==> src/dtu_map.svh <==
// Summary of operation
// [RQ1] immediate load sets working register, flags kept
// [RQ2] memory store writes byte, flags kept
// [RQ3] memory load copies byte, zero flag tracks it
// [RQ4] i/o load copies register, zero flag tracks it
// [RQ5] i/o store writes register, flags kept
// [RQ6] timer count copied into memory word
// [RQ7] timer count loaded from memory word
// [RQ8] indirect read through pointer, two cycles
// [RQ9] software writes pointer low byte first
// [RQ10] software keeps pointer high byte zero
// [RQ11] word operands stay in first 32 bytes
// [RQ12] zero flag is one exactly for zero result
// [RQ13] other transfers finish in one cycle
`ifndef DTU_MAP_SVH
`define DTU_MAP_SVH

`define DTU_MEM_AW      8
`define DTU_IO_AW       6
`define DTU_WORD_SPAN   32
`define DTU_WORD_IDX_W  4
`define DTU_IND_CYCLES  2
`define DTU_ACC_RST     8'h00
`define DTU_PTR_RST     8'h00
`define DTU_ZERO_BYTE   8'h00
`define DTU_WORD_LO_BIT 1'b0
`define DTU_WORD_HI_BIT 1'b1

`endif

==> src/dtu_pkg.sv <==
`include "dtu_map.svh"

package dtu_pkg;

  typedef enum logic [3:0] {
    DTU_OP_NOP     = 4'h0,
    DTU_OP_LD_IMM  = 4'h1,
    DTU_OP_ST_MEM  = 4'h2,
    DTU_OP_LD_MEM  = 4'h3,
    DTU_OP_LD_IO   = 4'h4,
    DTU_OP_ST_IO   = 4'h5,
    DTU_OP_TMR_RD  = 4'h6,
    DTU_OP_TMR_WR  = 4'h7,
    DTU_OP_IND_RD  = 4'h8
  } dtu_op_t;

  typedef enum logic [1:0] {
    DTU_ST_IDLE = 2'b01,
    DTU_ST_IND  = 2'b10
  } dtu_state_t;

  typedef struct packed {
    logic z;
    logic c;
    logic ac;
    logic ov;
  } dtu_flags_t;

  typedef struct packed {
    logic       valid;
    dtu_op_t    op;
    logic [7:0] arg;
  } dtu_instr_t;

  typedef struct packed {
    logic                   we;
    logic [`DTU_IO_AW-1:0]  addr;
    logic [7:0]             data;
  } dtu_io_wr_t;

  typedef struct packed {
    logic        load;
    logic [15:0] value;
  } dtu_tmr_wr_t;

endpackage

==> src/dtu_flag_unit.sv <==
`timescale 1ns/1ps
`include "dtu_map.svh"

module dtu_flag_unit
(
  input  dtu_pkg::dtu_flags_t flags_i,
  input  wire logic           zero_upd_i,
  input  wire logic [7:0]     result_i,
  output dtu_pkg::dtu_flags_t flags_o
);
  import dtu_pkg::*;

  // only the zero flag moves; carry, half carry, overflow held
  always_comb
  begin
    flags_o = flags_i;
    if (zero_upd_i)
    begin
      flags_o.z = (result_i == `DTU_ZERO_BYTE); // RQ12
    end
  end

endmodule

==> src/dtu_core.sv <==
`timescale 1ns/1ps
`include "dtu_map.svh"

module dtu_core #(
  parameter int MEM_AW = `DTU_MEM_AW
)
(
  input  wire logic                   core_clk_i,
  input  wire logic                   reset_i,
  input  dtu_pkg::dtu_instr_t         instr_i,
  input  wire logic [7:0]             io_rdata_i,
  input  wire logic [15:0]            timer_count_i,
  input  wire logic [MEM_AW-1:0]      peek_addr_i,
  output logic [7:0]                  acc_o,
  output dtu_pkg::dtu_flags_t         flags_o,
  output logic                        busy_o,
  output logic                        done_o,
  output dtu_pkg::dtu_io_wr_t         io_wr_o,
  output dtu_pkg::dtu_tmr_wr_t        tmr_wr_o,
  output logic [7:0]                  peek_data_o
);
  import dtu_pkg::*;

  localparam int DEPTH = 2 ** MEM_AW;

  dtu_state_t          state_reg, state_next;
  logic [7:0]          acc_reg, acc_next;
  dtu_flags_t          flags_reg, flags_next;
  logic [MEM_AW-1:0]   ptr_reg, ptr_next;
  logic                busy_reg, busy_next;
  logic                done_reg, done_next;
  dtu_io_wr_t          io_reg, io_next;
  dtu_tmr_wr_t         tmr_reg, tmr_next;
  logic [7:0]          peek_reg, peek_next;
  logic [7:0]          mem_reg [DEPTH];
  logic [7:0]          mem_next [DEPTH];
  logic                wa_en, wb_en;
  logic [MEM_AW-1:0]   wa_addr, wb_addr;
  logic [7:0]          wa_data, wb_data;
  logic                zero_upd;
  logic [7:0]          zero_val;
  logic                take;
  logic [MEM_AW-1:0]   word_lo, word_hi;

  ////////////////////////////////////////////////////////////////////////////
  // instruction sequencing

  assign take = instr_i.valid && (state_reg == DTU_ST_IDLE);
  // word operands confined to the first 32 bytes
  assign word_lo = MEM_AW'({instr_i.arg[`DTU_WORD_IDX_W-1:0],
                            `DTU_WORD_LO_BIT}); // RQ11
  assign word_hi = MEM_AW'({instr_i.arg[`DTU_WORD_IDX_W-1:0],
                            `DTU_WORD_HI_BIT}); // RQ11

  always_comb
  begin
    state_next = state_reg;
    acc_next   = acc_reg;
    ptr_next   = ptr_reg;
    done_next  = 1'b0;
    io_next    = '0;
    tmr_next   = '0;
    zero_upd   = 1'b0;
    zero_val   = `DTU_ZERO_BYTE;
    wa_en      = 1'b0;
    wa_addr    = '0;
    wa_data    = `DTU_ZERO_BYTE;
    wb_en      = 1'b0;
    wb_addr    = '0;
    wb_data    = `DTU_ZERO_BYTE;
    unique case (state_reg)
      DTU_ST_IDLE:
      begin
        if (take)
        begin
          done_next = 1'b1; // RQ13
          unique case (instr_i.op)
            DTU_OP_LD_IMM:
            begin
              acc_next = instr_i.arg; // RQ1
            end
            DTU_OP_ST_MEM:
            begin
              wa_en   = 1'b1; // RQ2
              wa_addr = instr_i.arg[MEM_AW-1:0];
              wa_data = acc_reg;
            end
            DTU_OP_LD_MEM:
            begin
              acc_next = mem_reg[instr_i.arg[MEM_AW-1:0]]; // RQ3
              zero_upd = 1'b1;
              zero_val = acc_next;
            end
            DTU_OP_LD_IO:
            begin
              acc_next = io_rdata_i; // RQ4
              zero_upd = 1'b1;
              zero_val = io_rdata_i;
            end
            DTU_OP_ST_IO:
            begin
              io_next.we   = 1'b1; // RQ5
              io_next.addr = instr_i.arg[`DTU_IO_AW-1:0];
              io_next.data = acc_reg;
            end
            DTU_OP_TMR_RD:
            begin
              wa_en   = 1'b1; // RQ6
              wa_addr = word_lo;
              wa_data = timer_count_i[7:0];
              wb_en   = 1'b1;
              wb_addr = word_hi;
              wb_data = timer_count_i[15:8];
            end
            DTU_OP_TMR_WR:
            begin
              tmr_next.load  = 1'b1; // RQ7
              tmr_next.value = {mem_reg[word_hi], mem_reg[word_lo]};
            end
            DTU_OP_IND_RD:
            begin
              // pointer high byte is ignored
              ptr_next   = mem_reg[word_lo][MEM_AW-1:0]; // RQ8 RQ10
              state_next = DTU_ST_IND;
              done_next  = 1'b0;
            end
            DTU_OP_NOP:
            begin
              done_next = 1'b1;
            end
            default:
            begin
              done_next = 1'b1;
            end
          endcase
        end
      end
      DTU_ST_IND:
      begin
        acc_next   = mem_reg[ptr_reg]; // RQ8
        state_next = DTU_ST_IDLE;
        done_next  = 1'b1;
      end
      default:
      begin
        state_next = DTU_ST_IDLE;
      end
    endcase
    busy_next = (state_next == DTU_ST_IND);
    peek_next = mem_reg[peek_addr_i];
  end

  dtu_flag_unit u_flags
  (
    .flags_i    (flags_reg),
    .zero_upd_i (zero_upd),
    .result_i   (zero_val),
    .flags_o    (flags_next)
  );

  always_ff @(posedge core_clk_i)
  begin
    if (reset_i)
    begin
      state_reg <= DTU_ST_IDLE;
      acc_reg   <= `DTU_ACC_RST;
      flags_reg <= '0;
      ptr_reg   <= MEM_AW'(`DTU_PTR_RST);
      busy_reg  <= 1'b0;
      done_reg  <= 1'b0;
      io_reg    <= '0;
      tmr_reg   <= '0;
      peek_reg  <= `DTU_ZERO_BYTE;
    end
    else
    begin
      state_reg <= state_next;
      acc_reg   <= acc_next;
      flags_reg <= flags_next;
      ptr_reg   <= ptr_next;
      busy_reg  <= busy_next;
      done_reg  <= done_next;
      io_reg    <= io_next;
      tmr_reg   <= tmr_next;
      peek_reg  <= peek_next;
    end
  end

  ////////////////////////////////////////////////////////////////////////////
  // data memory

  for (genvar i = 0; i < DEPTH; i++)
  begin : g_mem
    always_comb
    begin
      mem_next[i] = mem_reg[i];
      if (wa_en && (wa_addr == MEM_AW'(i)))
      begin
        mem_next[i] = wa_data;
      end
      if (wb_en && (wb_addr == MEM_AW'(i)))
      begin
        mem_next[i] = wb_data;
      end
    end
    always_ff @(posedge core_clk_i)
    begin
      if (reset_i)
      begin
        mem_reg[i] <= `DTU_ZERO_BYTE;
      end
      else
      begin
        mem_reg[i] <= mem_next[i];
      end
    end
  end

  assign acc_o       = acc_reg;
  assign flags_o     = flags_reg;
  assign busy_o      = busy_reg;
  assign done_o      = done_reg;
  assign io_wr_o     = io_reg;
  assign tmr_wr_o    = tmr_reg;
  assign peek_data_o = peek_reg;
endmodule

==> config.mk <==
export PLATFORM = sky130hd
export DESIGN_NAME = dtu_core
export DESIGN_NICKNAME = d
export VERILOG_FILES = /design/src/dtu_pkg.sv /design/src/dtu_flag_unit.sv /design/src/dtu_core.sv
export VERILOG_INCLUDE_DIRS = /design/src
export SDC_FILE = /design/constraint.sdc
export NUM_CORES = 2
export LEC_CHECK = 0
export BUFFER_PORTS_ARGS = -buffer_cell sky130_fd_sc_hd__buf_2
export CAP_MARGIN = 20
export CORE_ASPECT_RATIO = 1.4
export CORE_MARGIN = 5
export CORE_UTILIZATION = 25
export DETAILED_ROUTE_END_ITERATION = 6
export GPL_ROUTABILITY_DRIVEN = 0
export PLACE_DENSITY_LB_ADDON = 0.25
export SLEW_MARGIN = 20
export SYNTH_ARGS = -nofsm -noshare
export SYNTH_HDL_FRONTEND = slang
export SYNTH_SLANG_ARGS = --single-unit
==> constraint.sdc <==
create_clock -name core_clk_i -period 3.8 [get_ports core_clk_i]
set_input_delay 0.19 -clock core_clk_i [delete_from_list [all_inputs] [get_ports core_clk_i]]
set_output_delay 0.19 -clock core_clk_i [all_outputs]
set_load 0.03 [all_outputs]
==> impl_metrics.ini <==
[routing]
vias = 98200
routed.top_layer = met5
dr.pass1.iters = 7
drt_iter0_markers = 14900
met3_length_um = 69600
wl_met2_um = 316000
vias_per_cell = 6.04
wl_met1_um = 212000
wire_per_inst_um = 41.6
wirelength_um = 676000
ant_nets = 0
drc = 0

[hold_path]
holdCritPathClass = primary input to register
min-delay-start = timer_count_i[7]
hold_depth = 6
hold_path_end = mem_reg[9][7]

[sta]
slew_headroom_pct = 15.5
period_share_pct = 103
rsz0062_at_grt = false
drv_slew = 0
worst_pin_slew_ps = 1240
hold_viol_final = 0
fin_skew_ps = 69.6
timing.final.crit_period_ps = 3900
fin_ws_ps = -102
fmax_ghz = 0.256
setup_viol = 4

[floorplan]
dieArea_mm2 = 0.530
die_y_um = 859
die_w_um = 617
initial_utilization_pct = 25.0
fp-row-count = 312
core_mm2 = 0.515
io_pins = 101

[status]
failed_checks = setup timing
outcome = finished, violations left

[setup_path]
end_kind = register
critical_path_required_ps = 4640
start_kind = primary input
regToRegEndpoint = acc_o[3]
cp_slowest_cell = o31ai_1
cp_data_arrival_time_ps = 4740
crit_family = buffers and inverters
crit-reg2reg-launch = mem_reg[86][3]
crit_type = primary input to register
rrSetupSlack_ps = 20
critPathMaxFanout = 22
path_common_cell = buf_4
cpPeakStageDelay_ps = 950
crit_buf_inv = 8
crit_chain = dlygate4sd3_1 > buf_8 > buf_12 > buf_4 > buf_4 > buf_4 > mux4_2 > a22oi_1 > a21oi_1 > o31ai_1 > buf_4 > a211oi_1 > a21oi_1 > buf_4 > a211o_1 > a21oi_1
r2r_cells = 11

[cells_and_area]
design_area_mm2 = 0.152
final_core_util_pct = 29.5
area_growth_pct = 17.8
fin_nets = 9330
final_layout_size_suffix_gt1_share_pct = 35.8
largest_reg_flops = 2048

[grt]
grt_pass1_vias = 95600
grt_usage_pct = 24.7
grt_max_degree = 121
antenna_found_initial = 91
grt-ovfl-total = 0
grt_first_pass_wirelength_um = 896000

[yosys]
async_flop_share_pct = 0
ys_seq_area_share_pct = 48.8
syn_avg_cell_area_um2 = 14.4
ys.flop_type = edfxtp_1
ys_ff_latch = 2117
synth_edf_count = 2048
syn_inst = 8941
ys_warn_count = 0
synth_area_mm2 = 0.129
synth.distinct_cells = 64

[clocking]
cts_tree = done
clock_latency_ps = 1010
cts-htree-levels = 4
cts_root_buf = clkbuf_16
clockBufferDepth = 4
numClockSinks = 2117
numCtsBuffers = 222
path_clk_slew_ps = 70

[pwr]
power.leakage_nw = 48.3
p_per_area_mw_per_mm2 = 390
power_mw = 59.2
vdd_ir_drop_max_uv = 358

[placed_design]
port_buffers = 97
placedInstanceArea_mm2 = 0.144
dp_slack_ps = -590
hpwl_um = 494000

[run]
maxCapViolCount = 0
[stage by stage]
stage / hold WS, ps / cells / setup TNS, ps
3_5_place_dp: 486 / 15800 / -2360
3_3_place_gp: 472 / 15800 / -3310
4_1_cts: 28.0 / 16200 / 0
6_report: 99.7 / 16300 / -149
5_1_grt: 62.3 / 16200 / 0
2_1_floorplan: 401 / 8943 / 0
[synth_stat cells, drive strengths merged, types with 8 or more instances]
master | number | share of area [%]
mux2i | 243 | 1.9
nor3b | 14 | 0.082
o221ai | 82 | 0.56
a22oi | 64 | 0.37
a21oi | 206 | 0.80
a2111oi | 8 | 0.054
a31oi | 19 | 0.092
clkbuf | 608 | 1.8
buf | 346 | 1.5
or2 | 29 | 0.14
nand3 | 36 | 0.14
a21o | 110 | 0.64
nor3 | 54 | 0.21
a211oi | 25 | 0.15
nor2 | 2265 | 6.6
nand2 | 329 | 0.96
mux4 | 1839 | 32
a221oi | 11 | 0.075
mux2 | 44 | 0.38
and2 | 35 | 0.17
edfxtp | 2048 | 48
o22ai | 79 | 0.38
nand4 | 12 | 0.058
or3 | 13 | 0.063
and3 | 22 | 0.11
a22o | 14 | 0.095
nor2b | 27 | 0.13
o21bai | 137 | 0.80
nand2b | 32 | 0.16
o21ai | 36 | 0.14
nor4 | 8 | 0.039
dfxtp | 69 | 1.1
[worst max-delay path by stage]
| stage | from | end | slack (ps) | cells after the start |
|---|---|---|---|---|
| final | instr_i[1] | acc_o[6] | -100 | 16 |
| after global routing | state_reg[1] | mem_reg[236][2] | 20 | 11 |
| after CTS | instr_i[1] | acc_o[4] | 9 | 13 |
| after detailed placement | instr_i[0] | acc_o[3] | -590 | 16 |
| after global placement | instr_i[0] | acc_o[3] | -790 | 16 |
| after floorplan | register | acc_o[7] | 580 | 11 |
[kinds of logic (layout without fill, tap and decap cells)]
family                   after synthesis  count (layout)  share of synthesized area, %
multiplexers                        2126            2126                          34.4
flip-flops                          2117            2117                          48.8
AO/OA/AOI/OAI                        841             841                          4.49
other                                  1              47                       0.00291
AND/OR/NAND/NOR                     2893            2893                          8.97
adder cells (fa/ha/maj)                2               2                        0.0194
buffers and inverters                961            1480                          3.25
[cell type report]
cell class,count,area (um^2)
tap,6751,8450
inverter,7,32.5
fill,51400,363000
multi-input combinational,5865,62100
clock buffer,256,5840
antenna,44,110
clock inverter,149,1580
timing repair buffer,1068,10700
sequential,2117,62900
[report_power, final]
| group | internal (mW) | total (mW) | leakage [nW] | switching, mW |
|---|---|---|---|---|
| registers | 26.3 | 27.2 | 21.6 | 0.849 |
| logic | 3.49 | 8.57 | 23.1 | 5.08 |
| clock network | 13.0 | 23.5 | 3.60 | 10.5 |
[per-layer routing]
| layer | up-vias | global-route usage, % |
|---|---|---|
| li1 | 36400 | - |
| met5 | - | 0 |
| met3 | 2303 | 6.47 |
| met1 | 51400 | 26.5 |
| met4 | 70 | 22.6 |
| met2 | 8033 | 40.0 |
[tightest hold or removal path, cell delays in order]
cell and delay (ps):
buf_2 80, mux2_2 190, nand2_4 230, nor2_1 170
a21oi_1 40, nor2_1 70
[placed cells by master, fill, tap and decap left out, types with 110 or more instances in the layout]
master | netlist | routed
nor2_1 | 2265 | 2243
edfxtp_1 | 2048 | 2048
mux4_2 | 1839 | 1839
buf_4 | 62 | 724
nand2_1 | 329 | 313
mux2i_1 | 243 | 243
clkbuf_16 | 0 | 229
buf_12 | 0 | 214
a21oi_1 | 206 | 206
o21bai_1 | 137 | 137
a21o_1 | 110 | 110
[what timing repair did]
| action | in CTS | in global routing |
|---|---|---|
| setup buffers | 1 | 3 |
| hold buffers | 28 | 0 |
| pin swaps | 0 | 2 |
| hold endpoints to repair | 201 | 0 |
| resized for setup | 6 | 13 |
| gates cloned | 1 | 0 |
| endpoints found under the setup margin | 4 | 89 |
Power figures use the tool's default switching activity.
